==> src/core/fts_pkg.sv <==
package fts_pkg;

  typedef enum logic [1:0] {
    FTS_MAP_PROGRAMMABLE = 2'h1,
    FTS_MAP_FIXED = 2'h2
  } fts_map_mode_t;

  localparam int FTS_ADDR_W = 12;
  localparam int FTS_PID_W = 16;
  localparam int FTS_PMG_W = 8;

  // Space label encoding, shared by request labels and bus access spaces
  localparam logic [1:0] FTS_SP_SECURE = 2'h0;
  localparam logic [1:0] FTS_SP_NONSECURE = 2'h1;
  localparam logic [1:0] FTS_SP_ROOT = 2'h2;
  localparam logic [1:0] FTS_SP_REALM = 2'h3;

  localparam int FTS_ROOT_SPACE_BIT = 15;
  localparam int FTS_ROOT_NOMON_BIT = 14;
  localparam int FTS_REALM_SPACE_BIT = 7;
  localparam int FTS_REALM_NOMON_BIT = 6;
  localparam logic [15:0] FTS_CTRL_MASK = 16'hC0C0;
  localparam logic [15:0] FTS_CTRL_RESET = 16'h0000;
  localparam logic [31:0] FTS_CNT_RESET = 32'h0000_0000;

  localparam logic [FTS_ADDR_W-1:0] FTS_ADDR_CTRL = 12'h000;
  localparam logic [FTS_ADDR_W-1:0] FTS_ADDR_REMAP_CNT = 12'h004;
  localparam logic [FTS_ADDR_W-1:0] FTS_ADDR_SUPPR_CNT = 12'h008;

  localparam logic [1:0] FTS_RESP_OKAY = 2'h0;
  localparam logic [1:0] FTS_RESP_SLVERR = 2'h2;
  localparam logic [1:0] FTS_RESP_DECERR = 2'h3;

  function automatic logic fts_mapped(input logic [FTS_ADDR_W-1:0] addr);
    return (addr == FTS_ADDR_CTRL) || (addr == FTS_ADDR_REMAP_CNT) || (addr == FTS_ADDR_SUPPR_CNT);
  endfunction

  // Unmapped wins over the space check so software can probe the map
  function automatic logic [1:0] fts_resp(input logic [FTS_ADDR_W-1:0] addr, input logic [1:0] pas);
    if (!fts_mapped(addr)) begin
      return FTS_RESP_DECERR;
    end
    if (pas != FTS_SP_ROOT) begin
      return FTS_RESP_SLVERR;
    end
    return FTS_RESP_OKAY;
  endfunction

  function automatic logic [15:0] fts_merge(input logic [15:0] old_val, input logic [15:0] new_val,
                                            input logic [1:0] strb);
    logic [15:0] res;
    res = old_val;
    if (strb[0]) begin
      res[7:0] = new_val[7:0];
    end
    if (strb[1]) begin
      res[15:8] = new_val[15:8];
    end
    return res & FTS_CTRL_MASK;
  endfunction

endpackage

==> src/core/fts_space_map_top.sv <==
`timescale 1ns/1ps
module fts_space_map_top
  import fts_pkg::*;
#(
  parameter fts_map_mode_t MAP_MODE = FTS_MAP_PROGRAMMABLE,
  parameter bit DOWNSTREAM_PARTITION = 1'b1
) (
  input wire logic clock,
  input wire logic rst,
  input wire logic s_axi_awvalid,
  output logic s_axi_awready,
  input wire logic [FTS_ADDR_W-1:0] s_axi_awaddr,
  input wire logic [1:0] s_axi_awpas,
  input wire logic s_axi_wvalid,
  output logic s_axi_wready,
  input wire logic [31:0] s_axi_wdata,
  input wire logic [3:0] s_axi_wstrb,
  output logic s_axi_bvalid,
  input wire logic s_axi_bready,
  output logic [1:0] s_axi_bresp,
  input wire logic s_axi_arvalid,
  output logic s_axi_arready,
  input wire logic [FTS_ADDR_W-1:0] s_axi_araddr,
  input wire logic [1:0] s_axi_arpas,
  output logic s_axi_rvalid,
  input wire logic s_axi_rready,
  output logic [31:0] s_axi_rdata,
  output logic [1:0] s_axi_rresp,
  input wire logic req_valid,
  input wire logic [1:0] request_space_label,
  input wire logic [1:0] req_pas,
  input wire logic [FTS_PID_W-1:0] req_partition_identifier,
  input wire logic [FTS_PMG_W-1:0] req_pmg,
  output logic fwd_valid,
  output logic [1:0] fwd_pas,
  output logic request_nonsecure_label,
  output logic suppress_monitor_flag,
  output logic [FTS_PID_W-1:0] fwd_partition_identifier,
  output logic [FTS_PMG_W-1:0] fwd_pmg
);

  logic [15:0] space_map_control_q;
  logic [31:0] remap_cnt_q;
  logic [31:0] suppr_cnt_q;
  logic aw_got_q;
  logic aw_got_d;
  logic [FTS_ADDR_W-1:0] aw_addr_q;
  logic [1:0] aw_pas_q;
  logic w_got_q;
  logic w_got_d;
  logic [31:0] w_data_q;
  logic [3:0] w_strb_q;
  logic aw_take;
  logic w_take;
  logic wr_fire;
  logic [1:0] wr_resp;
  logic bvalid_d;
  logic ar_take;
  logic rvalid_d;
  logic [1:0] rd_resp;
  logic [31:0] rd_word;
  logic map_ns;
  logic map_nomon;

  fts_space_mapper #(
    .MAP_MODE(MAP_MODE)
  ) u_mapper (
    .space_label(request_space_label),
    .map_ctrl(space_map_control_q),
    .nonsecure_label(map_ns),
    .suppress_monitor(map_nomon)
  );

  // Write channel: address and data taken in either order, one write in flight
  assign aw_take = s_axi_awvalid & s_axi_awready;
  assign w_take = s_axi_wvalid & s_axi_wready;
  assign wr_fire = aw_got_q & w_got_q & ~s_axi_bvalid;
  assign aw_got_d = aw_take | (aw_got_q & ~wr_fire);
  assign w_got_d = w_take | (w_got_q & ~wr_fire);
  assign bvalid_d = wr_fire | (s_axi_bvalid & ~s_axi_bready);
  assign wr_resp = fts_resp(aw_addr_q, aw_pas_q);

  always_ff @(posedge clock) begin
    if (rst) begin
      aw_got_q <= 1'b0;
      w_got_q <= 1'b0;
      aw_addr_q <= FTS_ADDR_CTRL;
      aw_pas_q <= FTS_SP_SECURE;
      w_data_q <= 32'h0000_0000;
      w_strb_q <= 4'h0;
      s_axi_awready <= 1'b0;
      s_axi_wready <= 1'b0;
    end else begin
      aw_got_q <= aw_got_d;
      w_got_q <= w_got_d;
      s_axi_awready <= ~aw_got_d & ~bvalid_d;
      s_axi_wready <= ~w_got_d & ~bvalid_d;
      if (aw_take) begin
        aw_addr_q <= s_axi_awaddr;
        aw_pas_q <= s_axi_awpas;
      end
      if (w_take) begin
        w_data_q <= s_axi_wdata;
        w_strb_q <= s_axi_wstrb;
      end
    end
  end

  always_ff @(posedge clock) begin
    if (rst) begin
      s_axi_bvalid <= 1'b0;
      s_axi_bresp <= FTS_RESP_OKAY;
    end else begin
      s_axi_bvalid <= bvalid_d;
      if (wr_fire) begin
        s_axi_bresp <= wr_resp;
      end
    end
  end

  // Only a Root-space write reaches the control bits; others get SLVERR
  always_ff @(posedge clock) begin
    if (rst) begin
      space_map_control_q <= FTS_CTRL_RESET;
    end else if (wr_fire && wr_resp == FTS_RESP_OKAY && aw_addr_q == FTS_ADDR_CTRL) begin
      space_map_control_q <= fts_merge(space_map_control_q, w_data_q[15:0], w_strb_q[1:0]);
    end
  end

  // Read channel
  assign ar_take = s_axi_arvalid & s_axi_arready;
  assign rvalid_d = ar_take | (s_axi_rvalid & ~s_axi_rready);
  assign rd_resp = fts_resp(s_axi_araddr, s_axi_arpas);

  always_comb begin
    rd_word = 32'h0000_0000;
    case (s_axi_araddr)
      FTS_ADDR_CTRL: begin
        rd_word = {16'h0000, space_map_control_q};
      end
      FTS_ADDR_REMAP_CNT: begin
        rd_word = remap_cnt_q;
      end
      FTS_ADDR_SUPPR_CNT: begin
        rd_word = suppr_cnt_q;
      end
      default: begin
        rd_word = 32'h0000_0000;
      end
    endcase
  end

  always_ff @(posedge clock) begin
    if (rst) begin
      s_axi_arready <= 1'b0;
      s_axi_rvalid <= 1'b0;
      s_axi_rdata <= 32'h0000_0000;
      s_axi_rresp <= FTS_RESP_OKAY;
    end else begin
      s_axi_arready <= ~rvalid_d;
      s_axi_rvalid <= rvalid_d;
      if (ar_take) begin
        s_axi_rresp <= rd_resp;
        // Non-Root readers see zeros, never the mapping
        s_axi_rdata <= (rd_resp == FTS_RESP_OKAY) ? rd_word : 32'h0000_0000;
      end
    end
  end

  // Request path: one register stage, every request forwarded
  always_ff @(posedge clock) begin
    if (rst) begin
      fwd_valid <= 1'b0;
      fwd_pas <= FTS_SP_SECURE;
      request_nonsecure_label <= 1'b0;
      suppress_monitor_flag <= 1'b0;
      fwd_partition_identifier <= '0;
      fwd_pmg <= '0;
    end else begin
      fwd_valid <= req_valid;
      fwd_pas <= req_pas;
      if (DOWNSTREAM_PARTITION) begin
        request_nonsecure_label <= map_ns;
        // Flag gated by valid; harmless to leave open downstream
        suppress_monitor_flag <= req_valid & map_nomon;
        fwd_partition_identifier <= req_partition_identifier;
        fwd_pmg <= req_pmg;
      end else begin
        request_nonsecure_label <= 1'b0;
        suppress_monitor_flag <= 1'b0;
        fwd_partition_identifier <= '0;
        fwd_pmg <= '0;
      end
    end
  end

  // Wrapping counters: software takes differences, no clear needed
  always_ff @(posedge clock) begin
    if (rst) begin
      remap_cnt_q <= FTS_CNT_RESET;
      suppr_cnt_q <= FTS_CNT_RESET;
    end else begin
      if (req_valid && request_space_label[1]) begin
        remap_cnt_q <= remap_cnt_q + 32'h0000_0001;
      end
      if (req_valid && map_nomon && DOWNSTREAM_PARTITION) begin
        suppr_cnt_q <= suppr_cnt_q + 32'h0000_0001;
      end
    end
  end

  localparam bit PROG_LIVE = (MAP_MODE == FTS_MAP_PROGRAMMABLE) && DOWNSTREAM_PARTITION;
endmodule

==> src/core/fts_space_mapper.sv <==
`timescale 1ns/1ps
module fts_space_mapper
  import fts_pkg::*;
#(
  parameter fts_map_mode_t MAP_MODE = FTS_MAP_PROGRAMMABLE
) (
  input wire logic [1:0] space_label,
  input wire logic [15:0] map_ctrl,
  output logic nonsecure_label,
  output logic suppress_monitor
);

  always_comb begin
    nonsecure_label = space_label[0];
    suppress_monitor = 1'b0;
    if (MAP_MODE == FTS_MAP_FIXED) begin
      // Cheapest variant: Root folds to Secure, Realm to Non-secure
      nonsecure_label = space_label[0];
      suppress_monitor = 1'b0;
    end else begin
      case (space_label)
        FTS_SP_ROOT: begin
          nonsecure_label = map_ctrl[FTS_ROOT_SPACE_BIT];
          suppress_monitor = map_ctrl[FTS_ROOT_NOMON_BIT];
        end
        FTS_SP_REALM: begin
          nonsecure_label = map_ctrl[FTS_REALM_SPACE_BIT];
          suppress_monitor = map_ctrl[FTS_REALM_NOMON_BIT];
        end
        FTS_SP_SECURE, FTS_SP_NONSECURE: begin
          nonsecure_label = space_label[0];
          suppress_monitor = 1'b0;
        end
        default: begin
          nonsecure_label = space_label[0];
          suppress_monitor = 1'b0;
        end
      endcase
    end
  end

endmodule

==> config.mk <==
export PLATFORM = sky130hd
export DESIGN_NAME = fts_space_map_top
export DESIGN_NICKNAME = d
export VERILOG_FILES = /design/src/core/fts_pkg.sv /design/src/core/fts_space_map_top.sv /design/src/core/fts_space_mapper.sv
export SDC_FILE = /design/constraint.sdc
export NUM_CORES = 1
export LEC_CHECK = 0
export BUFFER_PORTS_ARGS = -buffer_cell sky130_fd_sc_hd__buf_2
export CAP_MARGIN = 30
export CORE_MARGIN = 3
export CORE_UTILIZATION = 57
export DETAILED_ROUTE_END_ITERATION = 16
export GPL_TIMING_DRIVEN = 1
export HOLD_SLACK_MARGIN = 0.03
export PLACE_DENSITY = 0.82
export SETUP_SLACK_MARGIN = 0.05
export SKIP_CTS_REPAIR_TIMING = 1
export SLEW_MARGIN = 5
export SYNTH_ARGS = -nofsm -noshare
export SYNTH_HDL_FRONTEND = slang
export SYNTH_HIERARCHICAL = 1
export SYNTH_SLANG_ARGS = --single-unit
==> constraint.sdc <==
create_clock -name clock -period 4.45 [get_ports clock]
set_input_delay 0.2225 -clock clock [delete_from_list [all_inputs] [get_ports clock]]
set_output_delay 0.2225 -clock clock [all_outputs]
set_load 0.02 [all_outputs]
## Word-level counts from Yosys, hierarchy flattened

Index checks and enable logic that the tools add are counted.

| word-level totals | value |
|---|---|
| output and inout port bits | 70 |
| flip-flop bits (word level) | 172 |

| cells by class | value |
|---|---|
| muxes and demuxes | 16 |
| eq/ne operators | 9 |
| add/subtract/negate cells | 2 |
| bitwise operators | 24 |
| reductions and logical operators | 16 |

Operator list:

| cell | count |
|---|---|
| case mux 32 bit (3 select lines) | 1 |
| adder 32 x 1 -> 32 bit, second input constant | 2 |
| two-way mux 32 bit | 1 |
| == test 12 x 3 -> 1 bit, second input constant | 2 |
| == test 12 x 4 -> 1 bit, second input constant | 2 |
| zero test 12 bit | 2 |
| two-way mux 2 bit | 8 |
| bitwise AND 1 bit | 12 |
| NOT 1 bit | 8 |
| zero test 2 bit | 3 |
| case mux 1 bit (3 select lines) | 2 |
| == test 2 bit, second input constant | 2 |
| logical AND 1 bit | 4 |
| logical OR 1 bit | 4 |
| two-way mux 1 bit | 4 |
| != test 2 bit, second input constant | 2 |
| bitwise OR 1 bit | 4 |
| AND reduction 2 bit | 2 |
| == test 2 x 1 -> 1 bit, second input constant | 1 |
| OR reduction 2 bit | 1 |

## Longest topological paths before layout

| logic depth | value |
|---|---|
| depth after elaboration | 11 |
| gate-level depth with buffers | 8 |
| gate-level depth less buffers | 6 |

## Modules after synthesis

The synthesis kept the hierarchy.

Modules (own cells, without submodules):

| module | area an instance (um^2) | cells an instance | instances |
|---|---|---|---|
| fts_space_map_top | 6,408.6 | 740 | 1 |
| fts_space_mapper | 31.3 | 5 | 1 |

## Worst setup path before layout

No wires, ideal clock.

| timing | value |
|---|---|
| kind | register -> register |
| start point | register space_map_control_q[6] |
| end point | register suppr_cnt_q[20] |
| setup slack | 2.381 ns |
| required time | 4.329 ns |
| clock period less this slack | 2.069 ns |
| stages on the path, launching flop included | 8 |
| setup time | 0.121 ns |
| arrival | 1.949 ns |
| cell sequence | dfxtp_1 > mux2i_1 > nor2b_1 > nand3_1 > or4_1 > clkbuf_1 > nor4_1 > mux2_2 |

| on the way | value |
|---|---|
| cells in the longest elaborated chain, start to end | 2 |

Ends and longest elaborated chain:

| item | line | text |
|---|---|---|
| start: declaration | fts_space_map_top.sv:42 | `logic [15:0] space_map_control_q;` |
| start signal: assignment | fts_space_map_top.sv:126 | `space_map_control_q <= fts_merge(space_map_control_q, w_data_q[15:0], w_strb_q[1:0]);` |
| case mux 1 bit (3 select lines) | fts_space_mapper.sv:21 | `case (space_label)` |
| via map_nomon | fts_space_map_top.sv:63 | `logic map_nomon;` |
| logical AND 1 bit | fts_space_map_top.sv:206 | `if (req_valid && map_nomon && DOWNSTREAM_PARTITION) begin` |
| end signal: assignment | fts_space_map_top.sv:207 | `suppr_cnt_q <= suppr_cnt_q + 32'h0000_0001;` |
| end: declaration | fts_space_map_top.sv:44 | `logic [31:0] suppr_cnt_q;` |

The timed path passes the listed nets, and every way through them passes these cells.
A chain may end at the register's enable or synchronous reset.

## Worst setup path in the final report

| timing | value |
|---|---|
| start point | register space_map_control_q[14] |
| end point | register suppr_cnt_q[20] |

The elaborated chain is that of the path after synthesis.

==> impl_metrics.prom <==
# TYPE chip_impl_metric gauge
chip_impl_metric{name="place_area",unit="um^2"} 7190
chip_impl_metric{name="arrival",unit="ns"} 2.92
chip_impl_metric{name="place.port_buffers",unit=""} 139
chip_impl_metric{name="totalNegativeSetupSlack",unit="ns"} 0
chip_impl_info{name="grt_setup_unrepaired",value="false"} 1
chip_impl_metric{name="syn-mean-instance-area",unit="um^2"} 8.65
chip_impl_metric{name="drt_first_iter_violations",unit=""} 373
chip_impl_metric{name="critical_path_required",unit="ns"} 4.76
chip_impl_metric{name="number_of_routed_nets_with_antenna_violations",unit=""} 0
chip_impl_metric{name="timing.fmax",unit="GHz"} 0.384
chip_impl_metric{name="final_design_area_no_fill",unit="um^2"} 7880
chip_impl_metric{name="syn-num-nets",unit=""} 846
chip_impl_metric{name="leakage_power",unit="nW"} 2.94
chip_impl_metric{name="globalRouteTotalUtil",unit="%"} 25.5
chip_impl_metric{name="power.sequential.fraction",unit="%"} 49.8
chip_impl_metric{name="total_switching_power",unit="uW"} 668
chip_impl_metric{name="sw_frac_of_total",unit="%"} 22.5
chip_impl_metric{name="num_vias",unit=""} 6022
chip_impl_metric{name="dp.final_hpwl",unit="um"} 11000
chip_impl_metric{name="chipHeight",unit="um"} 112
chip_impl_metric{name="vias_in_the_first_global_route",unit=""} 5711
chip_impl_metric{name="tritoncts.num_buffers",unit=""} 17
chip_impl_metric{name="syn_to_final_growth",unit="%"} 22.4
chip_impl_metric{name="power.internal",unit="mW"} 2.30
chip_impl_metric{name="drt_wl_total",unit="um"} 16100
chip_impl_metric{name="grt.overflow.total",unit=""} 0
chip_impl_info{name="setup.worst_path.class",value="reg2reg"} 1
chip_impl_metric{name="vias_per_cell",unit=""} 5.85
chip_impl_metric{name="remaining_drc_errors",unit=""} 0
chip_impl_metric{name="max-vdd-ir-drop",unit="mV"} 0.275
chip_impl_metric{name="coreArea",unit="um^2"} 10900
chip_impl_metric{name="h-tree-depth",unit=""} 4
chip_impl_metric{name="cap_viol_max_count",unit=""} 0
chip_impl_metric{name="cp_max_fo",unit=""} 18
chip_impl_metric{name="final_nets",unit=""} 981
chip_impl_info{name="tritoncts",value="built"} 1
chip_impl_metric{name="final_hold_fails",unit=""} 0
chip_impl_metric{name="post-route-util",unit="%"} 72.0
chip_impl_metric{name="total_of_endpoints_with_negative_setup_slack_in_the_final_report",unit=""} 0
chip_impl_info{name="crit_path_start_kind",value="flop"} 1
chip_impl_metric{name="power.combinational.fraction",unit="%"} 6.0
chip_impl_metric{name="timing.slew.headroom",unit="%"} 36.8
chip_impl_metric{name="firstDrtPassIters",unit=""} 6
chip_impl_metric{name="max_slew_violation_count",unit=""} 0
chip_impl_metric{name="fin_crit",unit="ns"} 2.61
chip_impl_metric{name="initial_antenna_violation_count",unit=""} 0
chip_impl_metric{name="grt_max_degree",unit=""} 82
chip_impl_info{name="worst_hold_path_type",value="in2reg"} 1
chip_impl_metric{name="synthCells",unit=""} 744
chip_impl_metric{name="worst-slew-pin-transition",unit="ns"} 0.948
chip_impl_metric{name="cts.sink_count",unit=""} 160
chip_impl_metric{name="cellPowerDensity",unit="nW/um^2"} 377
chip_impl_metric{name="die_area",unit="um^2"} 12600
chip_impl_info{name="run_status",value="finished clean"} 1
chip_impl_metric{name="synth-warning-count",unit=""} 6
chip_impl_metric{name="cts.clk_slew.worst_paths",unit="ns"} 0.06
chip_impl_metric{name="initial_utilization",unit="%"} 58.9
chip_impl_metric{name="filler_cell_count",unit=""} 824
chip_impl_metric{name="layout-drive-gt1-share",unit="%"} 19.9
chip_impl_metric{name="place.gp.congestion",unit=""} 0.891
chip_impl_metric{name="antenna_cells",unit=""} 0
chip_impl_metric{name="final.setup_skew",unit="ns"} 0.00944
chip_impl_metric{name="fp.dieW",unit="um"} 112
chip_impl_metric{name="max_buffers_root_to_sink",unit=""} 2
chip_impl_metric{name="clk-insertion-delay-late",unit="ns"} 0.42
chip_impl_metric{name="grt_first_pass_wirelength",unit="um"} 26400
chip_impl_metric{name="share_clk_of_total_power",unit="%"} 44.2
chip_impl_metric{name="post_synth_instance_area",unit="um^2"} 6440
chip_impl_metric{name="post_drt_wl_per_cell",unit="um"} 15.6
chip_impl_metric{name="core.rowCount",unit=""} 38
chip_impl_metric{name="pin_count",unit=""} 170
chip_impl_info{name="critical_path.endpoint_type",value="flop"} 1
chip_impl_metric{name="layout_worst_path_cycle_share",unit="%"} 58.6
chip_impl_info{name="cts_root_buf",value="clkbuf_16"} 1
-- worst max-delay path: stages, from the launching register on --
cell	delay (ns)
dfxtp_1	0.37
mux2i_1	0.09
nor2b_1	0.26
nand3_1	0.26
or4_1	0.74
nor4_1	0.40
mux2_2	0.37
-- cell usage in the layout (no fill, tap or decap), drive strengths merged, types with 2 or more instances in the layout --
cell	n
a211oi	2
a21oi	70
a22oi	28
and2	7
and3	5
and4	10
buf	143
clkbuf	22
clkinv	6
dfxtp	160
dlygate4sd3	17
ha	2
inv	9
mux2	4
mux2i	6
nand2	102
nand3	31
nand4	21
nor2	38
nor2b	38
nor3	7
nor4	10
o21ai	51
o31ai	25
or3	15
or4	31
xnor2	7
xor2	13
-- metal layers --
layer / up-vias / global-route usage (%) / share of wire [%]
met5: - / 0 / 0
met2: 232 / 42.5 / 49
li1: 2947 / - / -
met3: 34 / 5.12 / 6.4
met4: 0 / 11.1 / 2.0
met1: 2809 / 32.3 / 43
-- state kept, by name, indices dropped and copies added (netlist names), 4 cells and up --
register / count
s_axi_rdata: 32
remap_cnt_q: 32
suppr_cnt_q: 32
w_data_q: 4
space_map_control_q: 4
fwd_pmg: 8
aw_addr_q: 12
fwd_partition_identifier: 16
-- stage by stage --
stage	power [mW]	setup WS, ns	instances	hold WS, ns
2_1_floorplan	1.60	2.38	744	0.351
3_3_place_gp	1.66	1.92	981	0.429
3_5_place_dp	1.67	1.87	982	0.434
4_1_cts	2.96	1.88	1011	-0.00958
5_1_grt	3.07	1.63	1029	0.0321
6_report	2.97	1.84	1029	0.00823
-- power groups by stage --
stage | registers [mW] | logic (mW) | clock network [mW]
5_1_grt | 1.48 | 0.195 | 1.39
3_5_place_dp | 1.51 | 0.165 | 0
3_3_place_gp | 1.51 | 0.157 | 0
2_1_floorplan | 1.53 | 0.0750 | 0
6_report | 1.48 | 0.178 | 1.31
4_1_cts | 1.48 | 0.165 | 1.32
-- final cells by class --
class                      count  area (um^2)  share of cell area [%]
multi-input combinational    530         3030                    38.4
timing repair buffer         161          923                    11.7
inverter                       9         33.8                   0.429
tap                          140          175                    2.22
clock buffer                  21          450                    5.72
clock inverter                 8         67.6                   0.858
sequential                   160         3200                    40.7
-- path summary, 6_finish.rpt --
path                                from                           to  slack (ns)  cells past startpoint
max              space_map_control_q[14]              suppr_cnt_q[20]        1.84                      6
min          req_partition_identifier[5]  fwd_partition_identifier[5]       0.008                      2
max reg2reg      space_map_control_q[14]              suppr_cnt_q[20]        1.84                      6
min reg2reg              s_axi_rdata[20]              s_axi_rdata[20]        0.44                      2
(Power assumes the default switching activity.)
